`src/step_status_pkg.sv`:
```
package step_status_pkg;
    // register indices (byte-addressed parameter numbers)
    localparam logic [7:0] REG_LOAD_MEASURE = 8'hce;
    localparam logic [7:0] REG_STALL_STOP = 8'hcf;
    localparam logic [7:0] REG_FAULT_STATUS = 8'hd0;
    localparam logic [7:0] REG_STANDBY_DELAY = 8'hd6;
    localparam logic [7:0] REG_PULSE_MODE = 8'hfe;

    localparam int LOAD_W = 10;
    localparam int DELAY_W = 16;
    localparam int MODE_W = 3;
    localparam int DATA_W = 16;

    localparam logic [DELAY_W-1:0] STANDBY_DELAY_RST = 16'h00c8;
    localparam logic [MODE_W-1:0] PULSE_MODE_RST = 3'h0;

    // status bit positions
    localparam int ST_STALL = 0;
    localparam int ST_OVERTEMP = 1;
    localparam int ST_PREWARN = 2;
    localparam int ST_SHORT_A = 3;
    localparam int ST_SHORT_B = 4;
    localparam int ST_OPEN_A = 5;
    localparam int ST_OPEN_B = 6;
    localparam int ST_STANDSTILL = 7;

    // standstill window of 2^20 clocks
    localparam int STILL_EXP = 20;

    // power-down tick: 10 ms at 100 MHz
    localparam int TICK_MS = 10;
    localparam int CLK_MHZ = 100;
    localparam int TICK_CYCLES_DEF = TICK_MS * 1000 * CLK_MHZ;
    localparam int TICK_W = 20;

    typedef enum logic [MODE_W-1:0] {
        MODE_NORMAL = 3'h0,
        MODE_ENABLE_SEL = 3'h1,
        MODE_AUTO = 3'h2,
        MODE_ALWAYS_RUN = 3'h3,
        MODE_AUTO_GATE = 3'h4,
        MODE_RUN_GATE = 3'h5
    } pulse_mode_t;
endpackage

```
`src/step_status_ctl.sv`:
```
`timescale 1ns/1ps
module step_status_ctl
    import step_status_pkg::*;
#(
    parameter int TICK_CYCLES = TICK_CYCLES_DEF
) (
    input wire logic sys_clk_i,
    input wire logic srst_i,
    // register port
    input wire logic [7:0] reg_addr_i,
    input wire logic reg_wr_i,
    input wire logic reg_rd_i,
    input wire logic [step_status_pkg::DATA_W-1:0] reg_wdata_i,
    output logic [step_status_pkg::DATA_W-1:0] reg_rdata_o,
    output logic reg_ack_o,
    // driver-side status inputs
    input wire logic [step_status_pkg::LOAD_W-1:0] load_i,
    input wire logic stall_i,
    input wire logic stall_halt_i,
    input wire logic motion_start_i,
    input wire logic overtemp_i,
    input wire logic prewarn_i,
    input wire logic short_a_i,
    input wire logic short_b_i,
    input wire logic open_a_i,
    input wire logic open_b_i,
    // step/direction interface
    input wire logic step_i,
    input wire logic dir_i,
    input wire logic enable_i,
    // current control and direction output
    output logic run_current_o,
    output logic standby_o,
    output logic driver_on_o,
    output logic dir_o
);
    import step_status_pkg::*;

    // ------------------------------------------------------------
    // registers and state
    // ------------------------------------------------------------
    logic [DELAY_W-1:0] standby_delay_r;
    logic [MODE_W-1:0] pulse_mode_r;
    logic stall_stop_r;
    logic [LOAD_W-1:0] load_r;
    logic [7:0] fault_r;
    logic step_d_r;
    logic [STILL_EXP-1:0] still_cnt_r;
    logic still_r;
    logic run_cur_r;
    logic run_current_r;
    logic standby_r;
    logic driver_on_r;
    logic dir_r;
    logic [DATA_W-1:0] rdata_r;
    logic ack_r;
    logic timer_expired;

    // ------------------------------------------------------------
    // decoding
    // ------------------------------------------------------------
    function automatic logic hit(input logic [7:0] a, input logic [7:0] r);
        return a == r;
    endfunction

    wire step_rise_w = step_i && !step_d_r;
    wire sd_active_w = (pulse_mode_r != MODE_NORMAL);
    wire step_acc_w = step_rise_w && sd_active_w;
    wire stall_rd_w = reg_rd_i && hit(reg_addr_i, REG_STALL_STOP);
    wire still_full_w = &still_cnt_r;
    wire auto_mode_w = (pulse_mode_r == MODE_AUTO) ||
                       (pulse_mode_r == MODE_AUTO_GATE);

    logic [DATA_W-1:0] rd_mux_w;
    always_comb begin
        rd_mux_w = '0;
        case (reg_addr_i)
            REG_LOAD_MEASURE: rd_mux_w = DATA_W'(load_r);
            REG_STALL_STOP: rd_mux_w = DATA_W'(stall_stop_r);
            REG_FAULT_STATUS: rd_mux_w = DATA_W'(fault_r);
            REG_STANDBY_DELAY: rd_mux_w = standby_delay_r;
            REG_PULSE_MODE: rd_mux_w = DATA_W'(pulse_mode_r);
            default: rd_mux_w = '0;
        endcase
    end

    // ------------------------------------------------------------
    // current selection per mode
    // ------------------------------------------------------------
    logic run_nxt;
    logic standby_nxt;
    logic drv_nxt;
    always_comb begin
        run_nxt = 1'b1;
        standby_nxt = 1'b0;
        drv_nxt = 1'b1;
        case (pulse_mode_t'(pulse_mode_r))
            MODE_NORMAL: begin
                run_nxt = 1'b1;
            end
            MODE_ENABLE_SEL: begin
                run_nxt = enable_i;
                standby_nxt = !enable_i;
            end
            MODE_AUTO: begin
                run_nxt = run_cur_r;
                standby_nxt = !run_cur_r;
            end
            MODE_ALWAYS_RUN: begin
                run_nxt = 1'b1;
            end
            MODE_AUTO_GATE: begin
                run_nxt = run_cur_r;
                standby_nxt = !run_cur_r;
                drv_nxt = enable_i;
            end
            MODE_RUN_GATE: begin
                run_nxt = 1'b1;
                drv_nxt = enable_i;
            end
            default: begin
                run_nxt = 1'b1;
            end
        endcase
    end

    standby_timer #(
        .TICK_CYCLES(TICK_CYCLES)
    ) u_timer (
        .sys_clk_i(sys_clk_i),
        .srst_i(srst_i),
        .restart_i(step_acc_w),
        .delay_i(standby_delay_r),
        .expired_o(timer_expired)
    );

    // ------------------------------------------------------------
    // register writes
    // ------------------------------------------------------------
    always_ff @(posedge sys_clk_i) begin
        if (srst_i) begin
            standby_delay_r <= STANDBY_DELAY_RST;
            pulse_mode_r <= PULSE_MODE_RST;
        end else if (reg_wr_i) begin
            if (hit(reg_addr_i, REG_STANDBY_DELAY) && reg_wdata_i != '0) begin
                standby_delay_r <= reg_wdata_i;
            end
            if (hit(reg_addr_i, REG_PULSE_MODE) &&
                reg_wdata_i[MODE_W-1:0] <= MODE_RUN_GATE) begin
                pulse_mode_r <= reg_wdata_i[MODE_W-1:0];
            end
        end
    end

    // ------------------------------------------------------------
    // reads
    // ------------------------------------------------------------
    always_ff @(posedge sys_clk_i) begin
        if (srst_i) begin
            rdata_r <= '0;
            ack_r <= 1'b0;
        end else begin
            rdata_r <= reg_rd_i ? rd_mux_w : rdata_r;
            ack_r <= reg_rd_i || reg_wr_i;
        end
    end

    // ------------------------------------------------------------
    // stall-stop flag, set wins over clear
    // ------------------------------------------------------------
    always_ff @(posedge sys_clk_i) begin
        if (srst_i) begin
            stall_stop_r <= 1'b0;
        end else if (stall_halt_i) begin
            stall_stop_r <= 1'b1;
        end else if (stall_rd_w || motion_start_i) begin
            stall_stop_r <= 1'b0;
        end
    end

    // ------------------------------------------------------------
    // status capture and standstill detection
    // ------------------------------------------------------------
    always_ff @(posedge sys_clk_i) begin
        if (srst_i) begin
            load_r <= '0;
            fault_r <= '0;
            step_d_r <= 1'b0;
            still_cnt_r <= '0;
            still_r <= 1'b0;
        end else begin
            load_r <= load_i;
            fault_r[ST_STALL] <= stall_i;
            fault_r[ST_OVERTEMP] <= overtemp_i;
            fault_r[ST_PREWARN] <= prewarn_i;
            fault_r[ST_SHORT_A] <= short_a_i;
            fault_r[ST_SHORT_B] <= short_b_i;
            fault_r[ST_OPEN_A] <= open_a_i;
            fault_r[ST_OPEN_B] <= open_b_i;
            fault_r[ST_STANDSTILL] <= still_r;
            step_d_r <= step_i;
            if (step_rise_w) begin
                still_cnt_r <= '0;
                still_r <= 1'b0;
            end else if (still_full_w) begin
                still_r <= 1'b1;
            end else begin
                still_cnt_r <= still_cnt_r + 1'b1;
            end
        end
    end

    // ------------------------------------------------------------
    // current outputs
    // ------------------------------------------------------------
    always_ff @(posedge sys_clk_i) begin
        if (srst_i) begin
            run_cur_r <= 1'b0;
            run_current_r <= 1'b0;
            standby_r <= 1'b0;
            driver_on_r <= 1'b0;
            dir_r <= 1'b0;
        end else begin
            if (step_acc_w) begin
                run_cur_r <= 1'b1;
            end else if (timer_expired) begin
                run_cur_r <= 1'b0;
            end
            run_current_r <= run_nxt;
            standby_r <= standby_nxt;
            driver_on_r <= drv_nxt;
            dir_r <= sd_active_w ? dir_i : dir_r;
        end
    end

    assign reg_rdata_o = rdata_r;
    assign reg_ack_o = ack_r;
    assign run_current_o = run_current_r;
    assign standby_o = standby_r;
    assign driver_on_o = driver_on_r;
    assign dir_o = dir_r;

    // ------------------------------------------------------------
    // checks
    // ------------------------------------------------------------
    property p_stall_set;
        @(posedge sys_clk_i) disable iff (srst_i)
        stall_halt_i |=> stall_stop_r;
    endproperty
    a_stall_set: assert property (p_stall_set)
        else $error("stall stop flag not set");

    property p_stall_clr;
        @(posedge sys_clk_i) disable iff (srst_i)
        (stall_rd_w && !stall_halt_i) |=> !stall_stop_r;
    endproperty
    a_stall_clr: assert property (p_stall_clr)
        else $error("stall stop flag not cleared by read");

    property p_overtemp;
        @(posedge sys_clk_i) disable iff (srst_i)
        overtemp_i |=> fault_r[ST_OVERTEMP];
    endproperty
    a_overtemp: assert property (p_overtemp)
        else $error("overtemp status missing");

    property p_mode3;
        @(posedge sys_clk_i) disable iff (srst_i)
        (pulse_mode_r == MODE_ALWAYS_RUN) |=> run_current_r && !standby_r;
    endproperty
    a_mode3: assert property (p_mode3)
        else $error("mode 3 left run current");

    property p_mode1;
        @(posedge sys_clk_i) disable iff (srst_i)
        (pulse_mode_r == MODE_ENABLE_SEL) |=> run_current_r == $past(enable_i);
    endproperty
    a_mode1: assert property (p_mode1)
        else $error("mode 1 current does not follow enable");

    property p_mode5;
        @(posedge sys_clk_i) disable iff (srst_i)
        (pulse_mode_r == MODE_RUN_GATE) |=> driver_on_r == $past(enable_i);
    endproperty
    a_mode5: assert property (p_mode5)
        else $error("mode 5 driver gating wrong");

    property p_auto_run;
        @(posedge sys_clk_i) disable iff (srst_i)
        (step_acc_w && auto_mode_w) ##1 auto_mode_w |=> run_current_r;
    endproperty
    a_auto_run: assert property (p_auto_run)
        else $error("auto mode did not switch to run current");

    property p_still_clear;
        @(posedge sys_clk_i) disable iff (srst_i)
        step_rise_w |=> ##1 !fault_r[ST_STANDSTILL];
    endproperty
    a_still_clear: assert property (p_still_clear)
        else $error("standstill bit not cleared by step");
endmodule // step_status_ctl

```
`src/standby_timer.sv`:
```
`timescale 1ns/1ps
// counts standstill in tick units after the last step pulse
module standby_timer
    import step_status_pkg::*;
#(
    parameter int TICK_CYCLES = TICK_CYCLES_DEF
) (
    input wire logic sys_clk_i,
    input wire logic srst_i,
    input wire logic restart_i,
    input wire logic [step_status_pkg::DELAY_W-1:0] delay_i,
    output logic expired_o
);
    localparam logic [TICK_W-1:0] TICK_LAST = TICK_W'(TICK_CYCLES - 1);

    logic [TICK_W-1:0] tick_cnt_r;
    logic [DELAY_W-1:0] unit_cnt_r;
    logic expired_r;
    wire tick_w = (tick_cnt_r == TICK_LAST);
    wire reach_w = (unit_cnt_r >= delay_i) && (delay_i != '0);

    always_ff @(posedge sys_clk_i) begin
        if (srst_i || restart_i) begin
            tick_cnt_r <= '0;
            unit_cnt_r <= '0;
            expired_r <= 1'b0;
        end else begin
            tick_cnt_r <= tick_w ? '0 : tick_cnt_r + 1'b1;
            if (tick_w && !reach_w) begin
                unit_cnt_r <= unit_cnt_r + 1'b1;
            end
            expired_r <= reach_w;
        end
    end

    assign expired_o = expired_r;
endmodule // standby_timer

```
`config.mk`:
```
export PLATFORM = sky130hd
export DESIGN_NAME = step_status_ctl
export DESIGN_NICKNAME = d
export VERILOG_FILES = /design/src/step_status_pkg.sv /design/src/step_status_ctl.sv /design/src/standby_timer.sv
export SDC_FILE = /design/constraint.sdc
export NUM_CORES = 1
export LEC_CHECK = 0
export BUFFER_PORTS_ARGS = -buffer_cell sky130_fd_sc_hd__buf_2
export CAP_MARGIN = 20
export CELL_PAD_IN_SITES_DETAIL_PLACEMENT = 1
export CELL_PAD_IN_SITES_GLOBAL_PLACEMENT = 1
export CORE_ASPECT_RATIO = 1.1
export CORE_MARGIN = 1
export CORE_UTILIZATION = 47
export CTS_CLUSTER_DIAMETER = 200
export CTS_CLUSTER_SIZE = 20
export DETAILED_ROUTE_END_ITERATION = 16
export PLACE_DENSITY = 0.89
export SETUP_SLACK_MARGIN = 0.02
export SYNTH_ARGS = -nofsm -noshare
export SYNTH_HDL_FRONTEND = slang
export SYNTH_SLANG_ARGS = --single-unit
```
`constraint.sdc`:
```
create_clock -name sys_clk_i -period 3.9 [get_ports sys_clk_i]
set_clock_uncertainty 0.2 [all_clocks]
set_input_delay 0.195 -clock sys_clk_i [delete_from_list [all_inputs] [get_ports sys_clk_i]]
set_output_delay 0.195 -clock sys_clk_i [all_outputs]
set_load 0.05 [all_outputs]
```
==> flow_metrics.py <==
metrics = {
    "logic_synthesis": {
        "syn_inst": 598,
        "synth_edf_count": 0,
        "synth_area_per_cell_sq_um": 8.85,
        "syn-cell-area_sq_um": 5290,
        "synth_cell_types": 49,
        "synth_ff_type": "dfxtp_1",
        "yosysSeqAreaShare": 0.450,
        "synth_seq_cells": 119,
        "ys.warnings.count": 0,
        "syn_nets": 667,
        "async_flop_share": 0,
    },
    "place": {
        "dp_hpwl_microns": 9980,
        "globalplace.congestion": 0.819,
        "portBuffers": 70,
    },
    "die": {
        "coreArea_sq_um": 11000,
        "initial_core_util": 0.483,
        "dieArea_sq_um": 11700,
        "rows": 40,
        "die_h_microns": 113,
        "ios": 71,
        "die_w_microns": 103,
    },
    "clock_tree": {
        "clk_path_buf_depth": 2,
        "clk-insertion-delay-late_ns": 0.42,
        "cts_made_buffers": 17,
        "clk_pin_slew_ns": 0.07,
        "cts_resized": 0,
        "cts_root_buf": "clkbuf_16",
        "cts_sinks": 119,
        "post-cts-setup-buffers": 0,
        "htree_levels": 4,
        "cts_tree": "yes",
    },
    "sta": {
        "hold_viol_final": 0,
        "period_share": 0.879,
        "worst_slew_pin_slew_ns": 1.08,
        "tns_ns": 0,
        "max-slew-margin-rel": 0.281,
        "fmax_ghz": 0.292,
        "setup_viol": 0,
        "maxSlewViolCount": 0,
        "rsz0062_at_grt": "no",
        "min_period_ns": 3.43,
    },
    "critical_path": {
        "slowest_stage": "o41a_1",
        "endpoint_kind": "flip-flop",
        "cp.arrival_ns": 3.55,
        "start_kind": "flip-flop",
        "cp_max_fo": 30,
        "cpPeakStageDelay_ns": 0.68,
        "path_cells": "inv_1 > ha_1 > nand2b_1 > a2111oi_0 > nor4_1 > o41a_1 > or4_1 > a21oi_1",
        "required_ns": 4.02,
        "crit_type": "reg2reg",
    },
    "run_status": {
        "status": "completed",
    },
    "pwr": {
        "power_density_nw_per_um2": 455,
        "p_clk_frac": 0.535,
        "sw_frac_of_total": 0.240,
        "power_switching_uw": 734,
        "p_comb_frac": 0.056,
        "power_mw": 3.06,
        "cellLeakagePower_nw": 2.67,
        "ir_drop_uv": 304,
        "p_seq_frac": 0.409,
        "internal_power_mw": 2.33,
    },
    "drt": {
        "vias_per_cell": 6.10,
        "drcViolationCount": 0,
        "routedWlPerCell_microns": 23.0,
        "finalWirelength_microns": 19800,
        "vias": 5267,
        "drtPass1Iterations": 6,
        "drt_iter0_markers": 301,
        "antenna_left": 0,
    },
    "final_layout": {
        "final_cell_mix": "dfxtp_1, nor2_1, buf_2",
        "layout_commonest_cell": "dfxtp_1",
        "areaGrowthSynthToFinish_pct": 27.1,
        "final_nets": 769,
        "fin_util": 0.614,
        "drive_gt1_frac": 0.154,
    },
    "global_route": {
        "grt_busiest_layer": "met2",
        "first_global_vias": 5680,
        "met3_usage": 0.127,
        "grt.overflow.total": 0,
        "met1_usage": 0.332,
        "antenna_found_initial": 6,
        "gr-usage-all-layers": 0.356,
        "grt_pass1_wl_microns": 30500,
        "grt_max_degree": 63,
        "use_met2": 0.625,
    },
    "min_path": {
        "hold_class": "in2reg",
    },
    "flow_run": {
        "maxCapViolations": 0,
    },
}
## flip-flops by register name (all words and copies together) (netlist names)
signal and count:
u_timer.tick_cnt_r 20, standby_delay_r 16, pulse_mode_r 3, fault_r 8
u_timer.expired_o 1, u_timer.unit_cnt_r 16, standby_o 1, stall_stop_r 1
reg_rdata_o 16, still_r 1, step_d_r 1, dir_o 1
run_cur_r 1, reg_ack_o 1, run_current_o 1, load_r 10
driver_on_o 1, still_cnt_r 20
## worst max-delay path: cells and delay by family (launching register included)
| family | cells | cell delay, ns |
|---|---|---|
| flip-flops | 1 | 0.41 |
| buffers and inverters | 1 | 0.09 |
| adder cells (fa/ha/maj) | 1 | 0.29 |
| AO/OA/AOI/OAI | 3 | 1.43 |
| AND/OR/NAND/NOR | 3 | 0.92 |
## power groups by stage
stage | registers (mW) | clock network (mW) | logic (mW)
global route | 1.25 | 1.69 | 0.182
CTS | 1.25 | 1.61 | 0.159
floorplan | 1.30 | 0 | 0.0523
finish | 1.25 | 1.64 | 0.171
global placement | 1.28 | 0 | 0.122
detailed placement | 1.28 | 0 | 0.126
## routing by layer
metal  part of all wire  vias up
met2               0.50      255
met1               0.35     2522
met3              0.070      135
met4              0.076        4
li1                   -     2351
met5             0.0012        -
## logic make-up after synthesis
logic type      Yosys count  synth area share
fa+ha+maj                19            0.0449
simple gates            265             0.261
mux                      17            0.0324
xor+xnor                 34            0.0563
flops                   119             0.450
compound gates           89             0.116
buf+inv                  55            0.0400
## synth_stat cells (2+ instances only)
| cell type | n | area, sq um |
|---|---|---|
| a211o_1 | 3 | 26.3 |
| a211oi_1 | 9 | 67.6 |
| a21o_1 | 2 | 15.0 |
| a21oi_1 | 33 | 165 |
| a222oi_1 | 7 | 70.1 |
| a22o_1 | 2 | 17.5 |
| a22oi_1 | 3 | 22.5 |
| a31oi_1 | 3 | 18.8 |
| and2_1 | 3 | 18.8 |
| and3_1 | 9 | 56.3 |
| and4_1 | 3 | 26.3 |
| buf_2 | 3 | 15.0 |
| clkbuf_1 | 24 | 90.1 |
| dfxtp_1 | 119 | 2380 |
| ha_1 | 19 | 238 |
| inv_1 | 27 | 101 |
| mux2i_1 | 16 | 160 |
| nand2_1 | 19 | 71.3 |
| nand2b_1 | 10 | 62.6 |
| nand3_1 | 38 | 190 |
| nand4_1 | 18 | 113 |
| nor2_1 | 90 | 338 |
| nor2b_1 | 23 | 144 |
| nor3_1 | 12 | 60.1 |
| nor3b_1 | 3 | 22.5 |
| nor4_1 | 10 | 62.6 |
| nor4b_1 | 4 | 35.0 |
| o21ai_0 | 3 | 15.0 |
| o31ai_1 | 14 | 105 |
| or2_2 | 3 | 18.8 |
| or3_1 | 2 | 12.5 |
| or4_1 | 15 | 113 |
| xnor2_1 | 17 | 149 |
| xor2_1 | 17 | 149 |
## worst paths after layout
kind / start / endpoint / slack, ns / cells after the start
setup / recovery: u_timer.unit_cnt_r[0] / u_timer.unit_cnt_r[8] / 0.47 / 8
hold / removal: reg_wdata_i[6] / standby_delay_r[6] / 0.04 / 4
setup reg to reg: u_timer.unit_cnt_r[0] / u_timer.unit_cnt_r[8] / 0.47 / 8
hold reg to reg: u_timer.tick_cnt_r[0] / u_timer.tick_cnt_r[0] / 0.27 / 1
## repair_timing
| action | in CTS | in global routing |
|---|---|---|
| hold buffers | 38 | 0 |
| endpoints found under the hold margin | 39 | 0 |
| endpoints found under the setup margin | 0 | 0 |
## final cells by class
cell class,count,area [sq um]
diodes,4,10.0
clock buffers,20,447
clock inverters,12,151
fillers,1256,4230
inverters,27,101
multi-input cells,424,2700
flip-flops and latches,119,2380
well taps,147,184
repair buffers,111,753
## metrics by stage
stage	worst slack (ns)	hold slack (ns)	instances	cell area, sq um
global placement	0.928	0.200	790	5740
floorplan	1.25	0.111	598	5290
CTS	0.537	0.0127	860	6720
global route	0.300	0.0447	864	6730
finish	0.472	0.0433	864	6730
detailed placement	0.749	0.219	790	5740
(Power assumes the default switching activity.)
